File: config.mk
export PLATFORM = sky130hd
export DESIGN_NAME = exc_check
export DESIGN_NICKNAME = d
export VERILOG_FILES = /design/src/rtl/exc_check_pkg.sv /design/src/rtl/exc_check.sv
export VERILOG_INCLUDE_DIRS = /design/src /design/src/rtl
export SDC_FILE = /design/constraint.sdc
export NUM_CORES = 1
export LEC_CHECK = 0
export BUFFER_PORTS_ARGS = -buffer_cell sky130_fd_sc_hd__buf_2
export CORE_MARGIN = 4
export CORE_UTILIZATION = 30
export DETAILED_ROUTE_END_ITERATION = 7
export GPL_TIMING_DRIVEN = 0
export PLACE_DENSITY = 0.53
export SYNTH_ARGS = -nofsm -noshare
export SYNTH_HDL_FRONTEND = slang
export SYNTH_SLANG_ARGS = --single-unit
File: constraint.sdc
create_clock -name clock_in -period 5.7 [get_ports clock_in]
set_clock_uncertainty 0.05 [all_clocks]
set_input_delay 1.425 -clock clock_in [delete_from_list [all_inputs] [get_ports clock_in]]
set_output_delay 1.425 -clock clock_in [all_outputs]
set_load 0.05 [all_outputs]
File: src/rtl/exc_check_map.svh
// register-free constant map for the request checker
// assumes inclusion by the checker module only
`ifndef EXC_CHECK_MAP_SVH
`define EXC_CHECK_MAP_SVH
`define EXC_FUNC_FLAG      8'h80
`define EXC_ILLEGAL_FUNC   8'h01
`define EXC_ILLEGAL_ADDR   8'h02
`define EXC_ILLEGAL_VALUE  8'h03
`define EXC_DEVICE_FAIL    8'h04
`define EXC_ACKNOWLEDGE    8'h05
`define EXC_DEVICE_BUSY    8'h06
`define EXC_NEG_ACK        8'h07
`define EXC_MEM_PARITY     8'h08
`define EXC_GW_PATH        8'h0A
`define EXC_GW_TARGET      8'h0B
`define PWD_DEFAULT_ADMIN  32'h30303030
`define PWD_DEFAULT_SERV   32'h31313131
`define PWD_DEFAULT_ENG    32'h32323232
`define PWD_DEFAULT_OPER   32'h33333333
`define PROFILE_ADMIN      2'h0
`define CHAR_DIGIT_LO      8'h30
`define CHAR_DIGIT_HI      8'h39
`define CHAR_UPPER_LO      8'h41
`define CHAR_UPPER_HI      8'h5A
`define CHAR_LOWER_LO      8'h61
`define CHAR_LOWER_HI      8'h7A
`define RESULT_OK          8'h00
`define RESULT_BAD_PWD     8'h01
`define RESULT_LOCKED      8'h02
`define RESULT_BAD_FORMAT  8'h03
`define RESULT_BAD_CHAR    8'h04
`endif

File: src/rtl/exc_check_pkg.sv
// types shared by the request checker and its bench
// assumes exc_check_map.svh on the include path
package exc_check_pkg;
   // failure causes of a received request, at most one reported
   typedef struct packed {
      logic comm_err;
      logic busy;
      logic bad_func;
      logic bad_addr;
      logic unimpl_reg;
      logic bad_value;
      logic dev_fail;
      logic slow_accept;
      logic prog_fail;
      logic mem_parity;
      logic gw_path;
      logic gw_target;
   } req_fault_t;

   typedef struct packed {
      logic [7:0] slave;
      logic [7:0] func;
      logic [7:0] code;
   } exc_frame_t;

   typedef struct packed {
      logic        intrusive;
      logic        well_formed;
      logic [3:0]  profiles;
      logic [31:0] password;
   } cmd_req_t;

   typedef struct packed {
      logic [1:0]  profile;
      logic [31:0] old_pwd;
      logic [31:0] new_pwd;
   } pwd_change_t;

   typedef enum logic [1:0] {
      ST_IDLE  = 2'b00,
      ST_CHECK = 2'b01,
      ST_DONE  = 2'b10
   } cmd_state_t;
endpackage

File: src/rtl/exc_check.sv
// request checker: exception frame builder and password gate
// assumes a framer supplies decoded request faults and command fields;
// crc16 is appended by the transmitter that consumes exc_out
`timescale 1ns/10ps
`include "exc_check_map.svh"

module exc_check
   import exc_check_pkg::*;
(
   input  wire logic        clock_in,
   input  wire logic        rst_b_in,
   input  wire logic        req_valid_in,
   input  wire logic [7:0]  req_slave_in,
   input  wire logic [7:0]  req_func_in,
   input  wire req_fault_t  req_fault_in,
   input  wire logic        cmd_valid_in,
   input  wire cmd_req_t    cmd_in,
   input  wire logic        hw_unlocked_in,
   input  wire logic        pwd_change_valid_in,
   input  wire pwd_change_t pwd_change_in,
   output logic             exc_valid_out,
   output exc_frame_t       exc_out,
   output logic             cmd_done_out,
   output logic             cmd_exec_out,
   output logic [7:0]       cmd_result_out,
   output logic             pwd_change_done_out,
   output logic             pwd_change_ok_out
);

   // ==========================================================
   // profile password storage
   logic [31:0] pwd_store [4];
   logic [3:0]  pwd_hit;
   logic        change_auth;
   logic        new_pwd_ok;

   function automatic logic char_ok(input logic [7:0] c);
      char_ok = (c >= `CHAR_DIGIT_LO && c <= `CHAR_DIGIT_HI)
             || (c >= `CHAR_UPPER_LO && c <= `CHAR_UPPER_HI)
             || (c >= `CHAR_LOWER_LO && c <= `CHAR_LOWER_HI);
   endfunction

   function automatic logic pwd_ok(input logic [31:0] p);
      pwd_ok = char_ok(p[31:24]) && char_ok(p[23:16])
            && char_ok(p[15:8]) && char_ok(p[7:0]);
   endfunction

   genvar gi;
   generate
      for (gi = 0; gi < 4; gi++) begin : g_prof
         // whole-word compare, bytes never checked one at a time
         assign pwd_hit[gi] = (cmd_in.password == pwd_store[gi]);
      end
   endgenerate

   assign change_auth = (pwd_change_in.old_pwd == pwd_store[pwd_change_in.profile])
                     || (pwd_change_in.old_pwd == pwd_store[`PROFILE_ADMIN]);
   assign new_pwd_ok  = pwd_ok(pwd_change_in.new_pwd);

   always_ff @(posedge clock_in) begin
      if (!rst_b_in) begin
         pwd_store[0] <= `PWD_DEFAULT_ADMIN;
         pwd_store[1] <= `PWD_DEFAULT_SERV;
         pwd_store[2] <= `PWD_DEFAULT_ENG;
         pwd_store[3] <= `PWD_DEFAULT_OPER;
      end else if (pwd_change_valid_in && change_auth && new_pwd_ok) begin
         pwd_store[pwd_change_in.profile] <= pwd_change_in.new_pwd;
      end
   end

   always_ff @(posedge clock_in) begin
      if (!rst_b_in) begin
         pwd_change_done_out <= 1'b0;
         pwd_change_ok_out   <= 1'b0;
      end else begin
         pwd_change_done_out <= pwd_change_valid_in;
         pwd_change_ok_out   <= pwd_change_valid_in && change_auth && new_pwd_ok;
      end
   end

   // ==========================================================
   // command gate
   // three-state machine keeps one command in flight; a request seen
   // while it is busy gets the busy exception
   cmd_state_t state;
   cmd_state_t next_state;
   cmd_req_t   cmd_hold;
   logic [3:0] hit_hold;
   logic [7:0] next_result;

   always_comb begin
      case (state)
         ST_IDLE:  next_state = cmd_valid_in ? ST_CHECK : ST_IDLE;
         ST_CHECK: next_state = ST_DONE;
         ST_DONE:  next_state = ST_IDLE;
         default:  next_state = ST_IDLE;
      endcase
   end

   always_ff @(posedge clock_in) begin
      if (!rst_b_in) begin
         state <= ST_IDLE;
      end else begin
         state <= next_state;
      end
   end

   always_ff @(posedge clock_in) begin
      if (!rst_b_in) begin
         cmd_hold <= '0;
         hit_hold <= 4'h0;
      end else if (state == ST_IDLE && cmd_valid_in) begin
         cmd_hold <= cmd_in;
         hit_hold <= pwd_hit & cmd_in.profiles;
      end
   end

   always_comb begin
      if (!cmd_hold.well_formed) begin
         next_result = `RESULT_BAD_FORMAT;
      end else if (!cmd_hold.intrusive) begin
         next_result = `RESULT_OK;
      end else if (!hw_unlocked_in) begin
         // lock checked after the format check but ahead of the password, so it wins over both password checks
         next_result = `RESULT_LOCKED;
      end else if (!pwd_ok(cmd_hold.password)) begin
         next_result = `RESULT_BAD_CHAR;
      end else if (hit_hold == 4'h0) begin
         next_result = `RESULT_BAD_PWD;
      end else begin
         next_result = `RESULT_OK;
      end
   end

   always_ff @(posedge clock_in) begin
      if (!rst_b_in) begin
         cmd_done_out   <= 1'b0;
         cmd_exec_out   <= 1'b0;
         cmd_result_out <= `RESULT_OK;
      end else begin
         cmd_done_out <= (state == ST_CHECK);
         cmd_exec_out <= (state == ST_CHECK) && (next_result == `RESULT_OK);
         if (state == ST_CHECK) begin
            cmd_result_out <= next_result;
         end
      end
   end

   // ==========================================================
   // exception frame builder
   logic       cmd_busy;
   logic [7:0] next_code;
   logic       next_exc;

   assign cmd_busy = (state != ST_IDLE);

   always_comb begin
      next_exc  = 1'b1;
      next_code = `EXC_ILLEGAL_FUNC;
      if (req_fault_in.busy || cmd_busy) begin
         next_code = `EXC_DEVICE_BUSY;
      end else if (req_fault_in.bad_func) begin
         next_code = `EXC_ILLEGAL_FUNC;
      end else if (req_fault_in.bad_addr || req_fault_in.unimpl_reg) begin
         next_code = `EXC_ILLEGAL_ADDR;
      end else if (req_fault_in.bad_value) begin
         next_code = `EXC_ILLEGAL_VALUE;
      end else if (req_fault_in.dev_fail) begin
         next_code = `EXC_DEVICE_FAIL;
      end else if (req_fault_in.prog_fail) begin
         next_code = `EXC_NEG_ACK;
      end else if (req_fault_in.mem_parity) begin
         next_code = `EXC_MEM_PARITY;
      end else if (req_fault_in.gw_path) begin
         next_code = `EXC_GW_PATH;
      end else if (req_fault_in.gw_target) begin
         next_code = `EXC_GW_TARGET;
      end else if (req_fault_in.slow_accept) begin
         next_code = `EXC_ACKNOWLEDGE;
      end else begin
         next_exc = 1'b0;
      end
   end

   always_ff @(posedge clock_in) begin
      if (!rst_b_in) begin
         exc_valid_out <= 1'b0;
         exc_out       <= '0;
      end else begin
         // corrupted frames stay silent; the master times out
         exc_valid_out <= req_valid_in && !req_fault_in.comm_err && next_exc;
         if (req_valid_in) begin
            exc_out.slave <= req_slave_in;
            exc_out.func  <= req_func_in | `EXC_FUNC_FLAG;
            exc_out.code  <= next_code;
         end
      end
   end

   // ==========================================================
   // checks
   a_func_flag_set: assert property (@(posedge clock_in) disable iff (!rst_b_in)
      exc_valid_out |-> exc_out.func == ($past(req_func_in) | `EXC_FUNC_FLAG))
      else $error("exception function code lacks top bit");

   a_comm_err_quiet: assert property (@(posedge clock_in) disable iff (!rst_b_in)
      req_valid_in && req_fault_in.comm_err |=> !exc_valid_out)
      else $error("response sent for corrupted request");

   a_busy_code: assert property (@(posedge clock_in) disable iff (!rst_b_in)
      req_valid_in && !req_fault_in.comm_err && state != ST_IDLE
      |=> exc_valid_out && exc_out.code == `EXC_DEVICE_BUSY)
      else $error("busy request not answered with busy code");

   a_addr_code: assert property (@(posedge clock_in) disable iff (!rst_b_in)
      req_valid_in && state == ST_IDLE && !req_fault_in.comm_err && !req_fault_in.busy
      && !req_fault_in.bad_func && (req_fault_in.bad_addr || req_fault_in.unimpl_reg)
      |=> exc_valid_out && exc_out.code == `EXC_ILLEGAL_ADDR)
      else $error("unimplemented register not answered with address code");

   a_lock_wins: assert property (@(posedge clock_in) disable iff (!rst_b_in)
      state == ST_CHECK && cmd_hold.intrusive && !hw_unlocked_in
      |=> !cmd_exec_out && cmd_done_out)
      else $error("intrusive command executed while locked");

   a_open_cmd: assert property (@(posedge clock_in) disable iff (!rst_b_in)
      state == ST_IDLE && cmd_valid_in && cmd_in.well_formed && !cmd_in.intrusive
      |=> ##1 cmd_exec_out)
      else $error("non-intrusive command not executed");

   a_pwd_needed: assert property (@(posedge clock_in) disable iff (!rst_b_in)
      state == ST_IDLE && cmd_valid_in && cmd_in.intrusive
      && ((pwd_hit & cmd_in.profiles) == 4'h0) |=> ##1 !cmd_exec_out)
      else $error("intrusive command executed with wrong password");

   a_change_auth: assert property (@(posedge clock_in) disable iff (!rst_b_in)
      pwd_change_ok_out |-> $past(change_auth) && $past(pwd_change_valid_in))
      else $error("password changed without authority");

   a_new_pwd_chars: assert property (@(posedge clock_in) disable iff (!rst_b_in)
      pwd_change_valid_in && !new_pwd_ok |=> !pwd_change_ok_out)
      else $error("password with illegal characters accepted");

   a_slave_echo: assert property (@(posedge clock_in) disable iff (!rst_b_in)
      exc_valid_out |-> exc_out.slave == $past(req_slave_in))
      else $error("exception frame carries wrong slave number");

   a_func_code: assert property (@(posedge clock_in) disable iff (!rst_b_in)
      req_valid_in && state == ST_IDLE && $onehot(req_fault_in) && req_fault_in.bad_func
      |=> exc_valid_out && exc_out.code == `EXC_ILLEGAL_FUNC)
      else $error("illegal function not answered with its code");

   a_value_code: assert property (@(posedge clock_in) disable iff (!rst_b_in)
      req_valid_in && state == ST_IDLE && $onehot(req_fault_in) && req_fault_in.bad_value
      |=> exc_valid_out && exc_out.code == `EXC_ILLEGAL_VALUE)
      else $error("illegal value not answered with its code");

   a_fail_code: assert property (@(posedge clock_in) disable iff (!rst_b_in)
      req_valid_in && state == ST_IDLE && $onehot(req_fault_in) && req_fault_in.dev_fail
      |=> exc_valid_out && exc_out.code == `EXC_DEVICE_FAIL)
      else $error("device failure not answered with its code");

   a_ack_code: assert property (@(posedge clock_in) disable iff (!rst_b_in)
      req_valid_in && state == ST_IDLE && $onehot(req_fault_in) && req_fault_in.slow_accept
      |=> exc_valid_out && exc_out.code == `EXC_ACKNOWLEDGE)
      else $error("slow request not answered with acknowledge code");

   a_prog_code: assert property (@(posedge clock_in) disable iff (!rst_b_in)
      req_valid_in && state == ST_IDLE && $onehot(req_fault_in) && req_fault_in.prog_fail
      |=> exc_valid_out && exc_out.code == `EXC_NEG_ACK)
      else $error("failed programming not answered with its code");

   a_parity_code: assert property (@(posedge clock_in) disable iff (!rst_b_in)
      req_valid_in && state == ST_IDLE && $onehot(req_fault_in) && req_fault_in.mem_parity
      |=> exc_valid_out && exc_out.code == `EXC_MEM_PARITY)
      else $error("memory parity error not answered with its code");

   a_path_code: assert property (@(posedge clock_in) disable iff (!rst_b_in)
      req_valid_in && state == ST_IDLE && $onehot(req_fault_in) && req_fault_in.gw_path
      |=> exc_valid_out && exc_out.code == `EXC_GW_PATH)
      else $error("gateway path fault not answered with its code");

   a_target_code: assert property (@(posedge clock_in) disable iff (!rst_b_in)
      req_valid_in && state == ST_IDLE && $onehot(req_fault_in) && req_fault_in.gw_target
      |=> exc_valid_out && exc_out.code == `EXC_GW_TARGET)
      else $error("absent gateway target not answered with its code");
endmodule

==> results of run 1 <==
-- worst min-delay path: stages (launching register included) --
cell and delay (ps):
dfxtp_1 310, nand2_1 50, a21oi_1 50
-- flip-flops by register name (all words and copies together), names as in the netlist --
name / flops
cmd_exec_out: 1
cmd_hold: 34
cmd_result_out: 3
exc_out: 20
exc_valid_out: 1
hit_hold: 4
pwd_change_done_out: 1
pwd_change_ok_out: 1
pwd_store: 128
state: 2
-- synthesized netlist by cell type, types with 2 or more instances --
library cell	instances	area, um^2
a22o_1	4	35.0
o41ai_1	3	26.3
and3_1	2	12.5
and2_1	2	12.5
a21bo_2	4	40.0
nor2b_1	5	31.3
o21bai_1	2	15.0
or4_1	7	52.6
nor4_2	2	25.0
nor4_1	59	369
nand4_1	73	457
mux2i_1	15	150
nor2_1	45	169
o22ai_1	5	31.3
clkbuf_1	69	259
xor2_1	64	561
buf_4	10	75.1
o31ai_1	3	22.5
buf_6	2	22.5
mux4_2	32	721
edfxtp_1	128	3840
a31oi_1	2	12.5
nand2_1	93	349
nor3_1	34	170
xnor2_1	128	1120
a21oi_1	53	265
dfxtp_1	67	1340
nand2b_1	8	50.1
a222oi_1	3	30.0
buf_2	10	50.1
nand3_1	36	180
buf_1	12	45.0
inv_1	18	67.6
o21ai_0	6	30.0
-- power groups by stage --
| stage | Combinational, mW | Sequential (mW) | Clock [mW] |
|---|---|---|---|
| 2_1_floorplan | 0.289 | 1.65 | 0 |
| 3_3_place_gp | 0.506 | 1.64 | 0 |
| 3_5_place_dp | 0.522 | 1.63 | 0 |
| 4_1_cts | 0.524 | 1.60 | 1.30 |
| 5_1_grt | 0.561 | 1.61 | 1.37 |
| 6_report | 0.525 | 1.60 | 1.28 |
-- metrics by stage --
stage                     hold slack [ps]  cell area (um^2)  cells  util, %  TNS, ps
after global placement                389             12100   1633     34.0  -233200
final                                 400             12900   1671     36.3        0
after floorplan                       376             10800   1043        -   -25560
after detailed placement              393             12200   1639     34.5        0
after CTS                             402             12900   1671     36.3        0
after global routing                  427             12900   1671     36.3        0
-- layer usage --
metal,part of all wire [%],GRT usage [%],up-vias
met5,0,0,-
met4,3.1,6.88,0
met3,8.9,4.20,66
met2,46,33.1,478
met1,42,28.7,4370
li1,-,-,4040
-- logic make-up (layout without fill, tap and decap cells) --
group	after synthesis	after routing	share of synthesized area, %
muxes	47	47	8.11
DFF	195	195	48.3
xor gates and xnor gates	192	192	15.7
other	1	25	0.0349
AOI/OAI and AO/OA	94	94	5.47
and+or+nand+nor	368	368	17.6
buffers and inverters	122	289	4.87
-- path summary, 6_finish.rpt --
path / end
hold / removal: hit_hold[3]
setup / recovery: pwd_store[3][7]
setup reg to reg: pwd_store[3][7]
hold reg to reg: hit_hold[3]
-- final cells by class --
type / instances / area (um^2) / share of cell area, %
clock buffer: 17 / 425 / 3.31
inverter: 19 / 71.3 / 0.554
clock inverter: 15 / 200 / 1.56
timing repair buffer: 135 / 786 / 6.11
tap: 461 / 577 / 4.48
buffer: 103 / 452 / 3.51
multi-input combinational: 726 / 5170 / 40.2
sequential: 195 / 5180 / 40.3
==> flow_metrics.tcl, run 1 <==
set metrics [dict create \
    wire_per_inst_um 24.6 \
    grt_use_total_pct 20.9 \
    drc_errors 0 \
    p_int_mw 2.38 \
    clkTransAtPathRegs_ps 70 \
    synth-seq-cells 195 \
    total_power_mw 3.41 \
    setup_viol 0 \
    dp.final_hpwl_um 33400 \
    final_max_slew_viol_count 0 \
    final_cell_mix "139 x buf_2, 128 x xnor2_1, 128 x edfxtp_1" \
    die_area_um2 38900 \
    async_reset_ff_share_pct 0 \
    layout-drive-gt1-share_pct 19.3 \
    ir_drop_uv 202 \
    area_growth_pct 19.7 \
    hold_path_depth 2 \
    path_max_fanout 32 \
    maxCapViolCount 0 \
    final_common_cell "buf_2" \
    rrSetupSlack_ps 2080 \
    vias_per_cell 5.36 \
    cts_tree "built" \
    cts_hold_buffers 0 \
    netlist_area_um2 10700 \
    syn_area_per_cell_um2 10.5 \
    diodes 0 \
    routabilityCongestion 0.967 \
    r2r-start "pwd_store[0][31]" \
    seqPwrFrac_pct 47.0 \
    rsz0062_at_grt "no" \
    worst_pin_slew_ps 943 \
    grt_pass1_wl_um 58700 \
    routed_wl_um 41100 \
    core_area_um2 35500 \
    clock_sinks 195 \
    die_y_um 197 \
    critPathBufInv 2 \
    fin_crit_ps 4710 \
    clkLatencyLatePin_ps 470 \
    worstSetupStartpointType "input pin" \
    netSwitchingFraction_pct 30.0 \
    cts_resized 0 \
    ys_seq_area_share_pct 48.3 \
    ios 175 \
    initial_core_util_pct 30.3 \
    outcome "completed" \
    worstSetupPathDepth 8 \
    drtIter0Drc 917 \
    vias 8954 \
    postCtsSetupBuffers 0 \
    hold_viol 0 \
    p_per_area_nw_per_um2 265 \
    crit_family "compound AO/OA/AOI/OAI gates" \
    leakage_nw 4.32 \
    antenna_found_initial 0 \
    comb_power_share_pct 15.4 \
    required_ps 5740 \
    post-route-period-util_pct 82.6 \
    htreeDepth 4 \
    postRouteAntennaNets 0 \
    end_kind "register" \
    pwr-share-clk_pct 37.5 \
    slew_headroom_pct 37.1 \
    finalNetCount 1335 \
    numPortBuffers 129 \
    reg2regPathDepth 7 \
    syn-instance-count 1019 \
    synth.distinct_cells 47 \
    clk_path_buf_depth 2 \
    synth_flop_cell "edfxtp_1" \
    crit_arrival_ps 4740 \
    drtPass1Iterations 5 \
    yosysWarningCount 0 \
    critPathMaxStageDelay_ps 800 \
    die_w_um 197 \
    p_switching_mw 1.02 \
    crit_type "input pin to register" \
    rows 69 \
    grt_overflow 0 \
    root_buffer "clkbuf_16" \
    setup_ws_ps 992 \
    crit_start "pwd_change_in[65]" \
    post-place-ws_ps 514 \
    hold_path.startpoint "hit_hold[3]" \
    synth_edf_count 128 \
    worst_path_max_delay_cell "a41o_2" \
    cts_buffers 17 \
    max_freq_mhz 212 \
    nFillCells 3600 \
    min_path_type "register to register" \
    grt_max_degree 33 \
    path_cells "clkbuf_1, mux4_2, xnor2_1, nand4_1, nor4_2, a21o_1, buf_2, a41o_2" \
    grt_pass1_vias 8783 \
]
(Power assumes the default switching activity.)
==> inputs of run 2 (changes only) <==
Settings changed: PLACE_DENSITY 0.53 to 0.52.
Clock period 5.7 ns to 4.4 ns, I/O delays scaled along.
==> run 2 against run 1 <==
Core utilization down 0.14 points. Clock power is 29% higher. Sequential power rose by 30%. Count of clock-buffer cells in the layout is the same. First-iteration DRC count increased by 15%. Via count increased by 0.28%. Largest power group unchanged.
==> flow_metrics.tcl, run 2 (synthesis gave the netlist of run 1 again) <==
set metrics [dict create \
    clkLatencyLatePin_ps 460 \
    worst_pin_slew_ps 962 \
    final_max_slew_viol_count 0 \
    numPortBuffers 129 \
    finalNetCount 1336 \
    rsz0062_at_grt "no" \
    fin_crit_ps 4280 \
    grt_overflow 0 \
    ios 175 \
    clkTransAtPathRegs_ps 70 \
    reg_top3 "pwd_store (128), cmd_hold (34), exc_out (20)" \
    nFillCells 3631 \
    worst_path_max_delay_cell "mux4_2" \
    hold_viol 0 \
    htreeDepth 4 \
    die_area_um2 38900 \
    cts_hold_buffers 0 \
    grt_pass1_wl_um 58800 \
    drtIter0Drc 1051 \
    setup_viol 0 \
    crit_type "input pin to register" \
    largest_register_ffs 128 \
    root_buffer "clkbuf_16" \
    worstSetupPathDepth 10 \
    crit_family "buffers and inverters" \
    diodes 0 \
    regArea_um2 5180 \
    die_w_um 197 \
    worstSetupStartpointType "input pin" \
    postRouteAntennaNets 0 \
    routabilityCongestion 0.996 \
    final_common_cell "buf_2" \
    cts_buffers 17 \
    required_ps 4510 \
    maxCapViolCount 0 \
    critPathBufInv 4 \
    reg2regPathDepth 9 \
    ir_drop_uv 229 \
    dp.final_hpwl_um 33600 \
    critPathMaxStageDelay_ps 570 \
    end_kind "register" \
    regMostFlops "pwd_store" \
    vias_per_cell 5.37 \
    routed_wl_um 41400 \
    final_cell_mix "138 x buf_2, 128 x xnor2_1, 128 x edfxtp_1" \
    cts_tree "built" \
    clk_path_buf_depth 2 \
    wire_per_inst_um 24.8 \
    drc_errors 0 \
    outcome "completed" \
    vias 8979 \
    r2r-start "pwd_store[0][31]" \
    hold_path.startpoint "hit_hold[3]" \
    slew_headroom_pct 35.9 \
    initial_core_util_pct 30.3 \
    fin_worst_hold_slack_ps 399 \
    post-route-period-util_pct 97.2 \
    utilization_pct 36.1 \
    design_area_um2 12800 \
    rows 69 \
    hold_path_depth 2 \
    crit_start "pwd_change_in[64]" \
    antenna_found_initial 1 \
    grt_use_total_pct 20.9 \
    grt_max_degree 33 \
    max_freq_mhz 234 \
    path_cells "buf_4, mux4_2, xnor2_1, nand4_1, nor4_2, a21oi_1, clkbuf_1, o31ai_4, buf_8, buf_8" \
    clock_sinks 195 \
    die_y_um 197 \
    leakage_nw 4.30 \
    path_max_fanout 15 \
    crit_arrival_ps 4380 \
    setup_tns_ps 0 \
    drtPass1Iterations 5 \
    core_area_um2 35500 \
    rrSetupSlack_ps 640 \
    multi_input_area_um2 5170 \
    min_path_type "register to register" \
    total_power_mw 4.41 \
    p_per_area_nw_per_um2 344 \
    grt_pass1_vias 8544 \
    layout-drive-gt1-share_pct 19.4 \
    placed_cell_area_um2 12200 \
    area_growth_pct 19.3 \
    crit_top_cell "buf_8" \
]
[run 2: layer usage]
metal  track usage (%)  part of all wire [%]  up-vias
met5                 0                     0        -
met1              28.9                    43     4406
met4              7.11                   3.4        0
li1                  -                     -     4034
met3              3.94                   7.7       76
met2              33.1                    46      463
[run 2: stage by stage]
| step | std cells | worst slack, ps |
|---|---|---|
| floorplan | 1043 | -394 |
| global placement | 1633 | -2320 |
| global route | 1672 | 10.1 |
| finish | 1672 | 123 |
| CTS | 1672 | 147 |
| detailed placement | 1638 | -868 |
[run 2: timing repair]
action	4_1_cts	5_1_grt
buffers inserted	2	0
resized for setup	2	0
setup endpoints to repair	104	0
[run 2: area by class of cell]
cell class / instances / share of cell area [%]
Buffer: 103 / 3.55
Clock buffer: 17 / 3.32
Tap cell: 461 / 4.50
Multi-Input combinational cell: 726 / 40.3
Inverter: 19 / 0.557
Clock inverter: 15 / 1.46
Timing Repair Buffer: 136 / 5.81
Sequential cell: 195 / 40.5
[run 2: path summary, 6_finish.rpt]
path,endpoint
setup / recovery,pwd_store[0][26]
hold / removal,hit_hold[3]
setup reg to reg,pwd_store[0][26]
hold reg to reg,hit_hold[3]
[run 2: tightest hold or removal path: stages (launching register included)]
cell,delay [ps]
dfxtp_1,310
nand2_1,50
a21oi_1,50
[run 2: where the power goes]
part | total (mW) | switching [mW] | internal, mW
clock | 1.65 | 0.781 | 0.868
combinational | 0.679 | 0.435 | 0.244
sequential | 2.08 | 0.0635 | 2.01
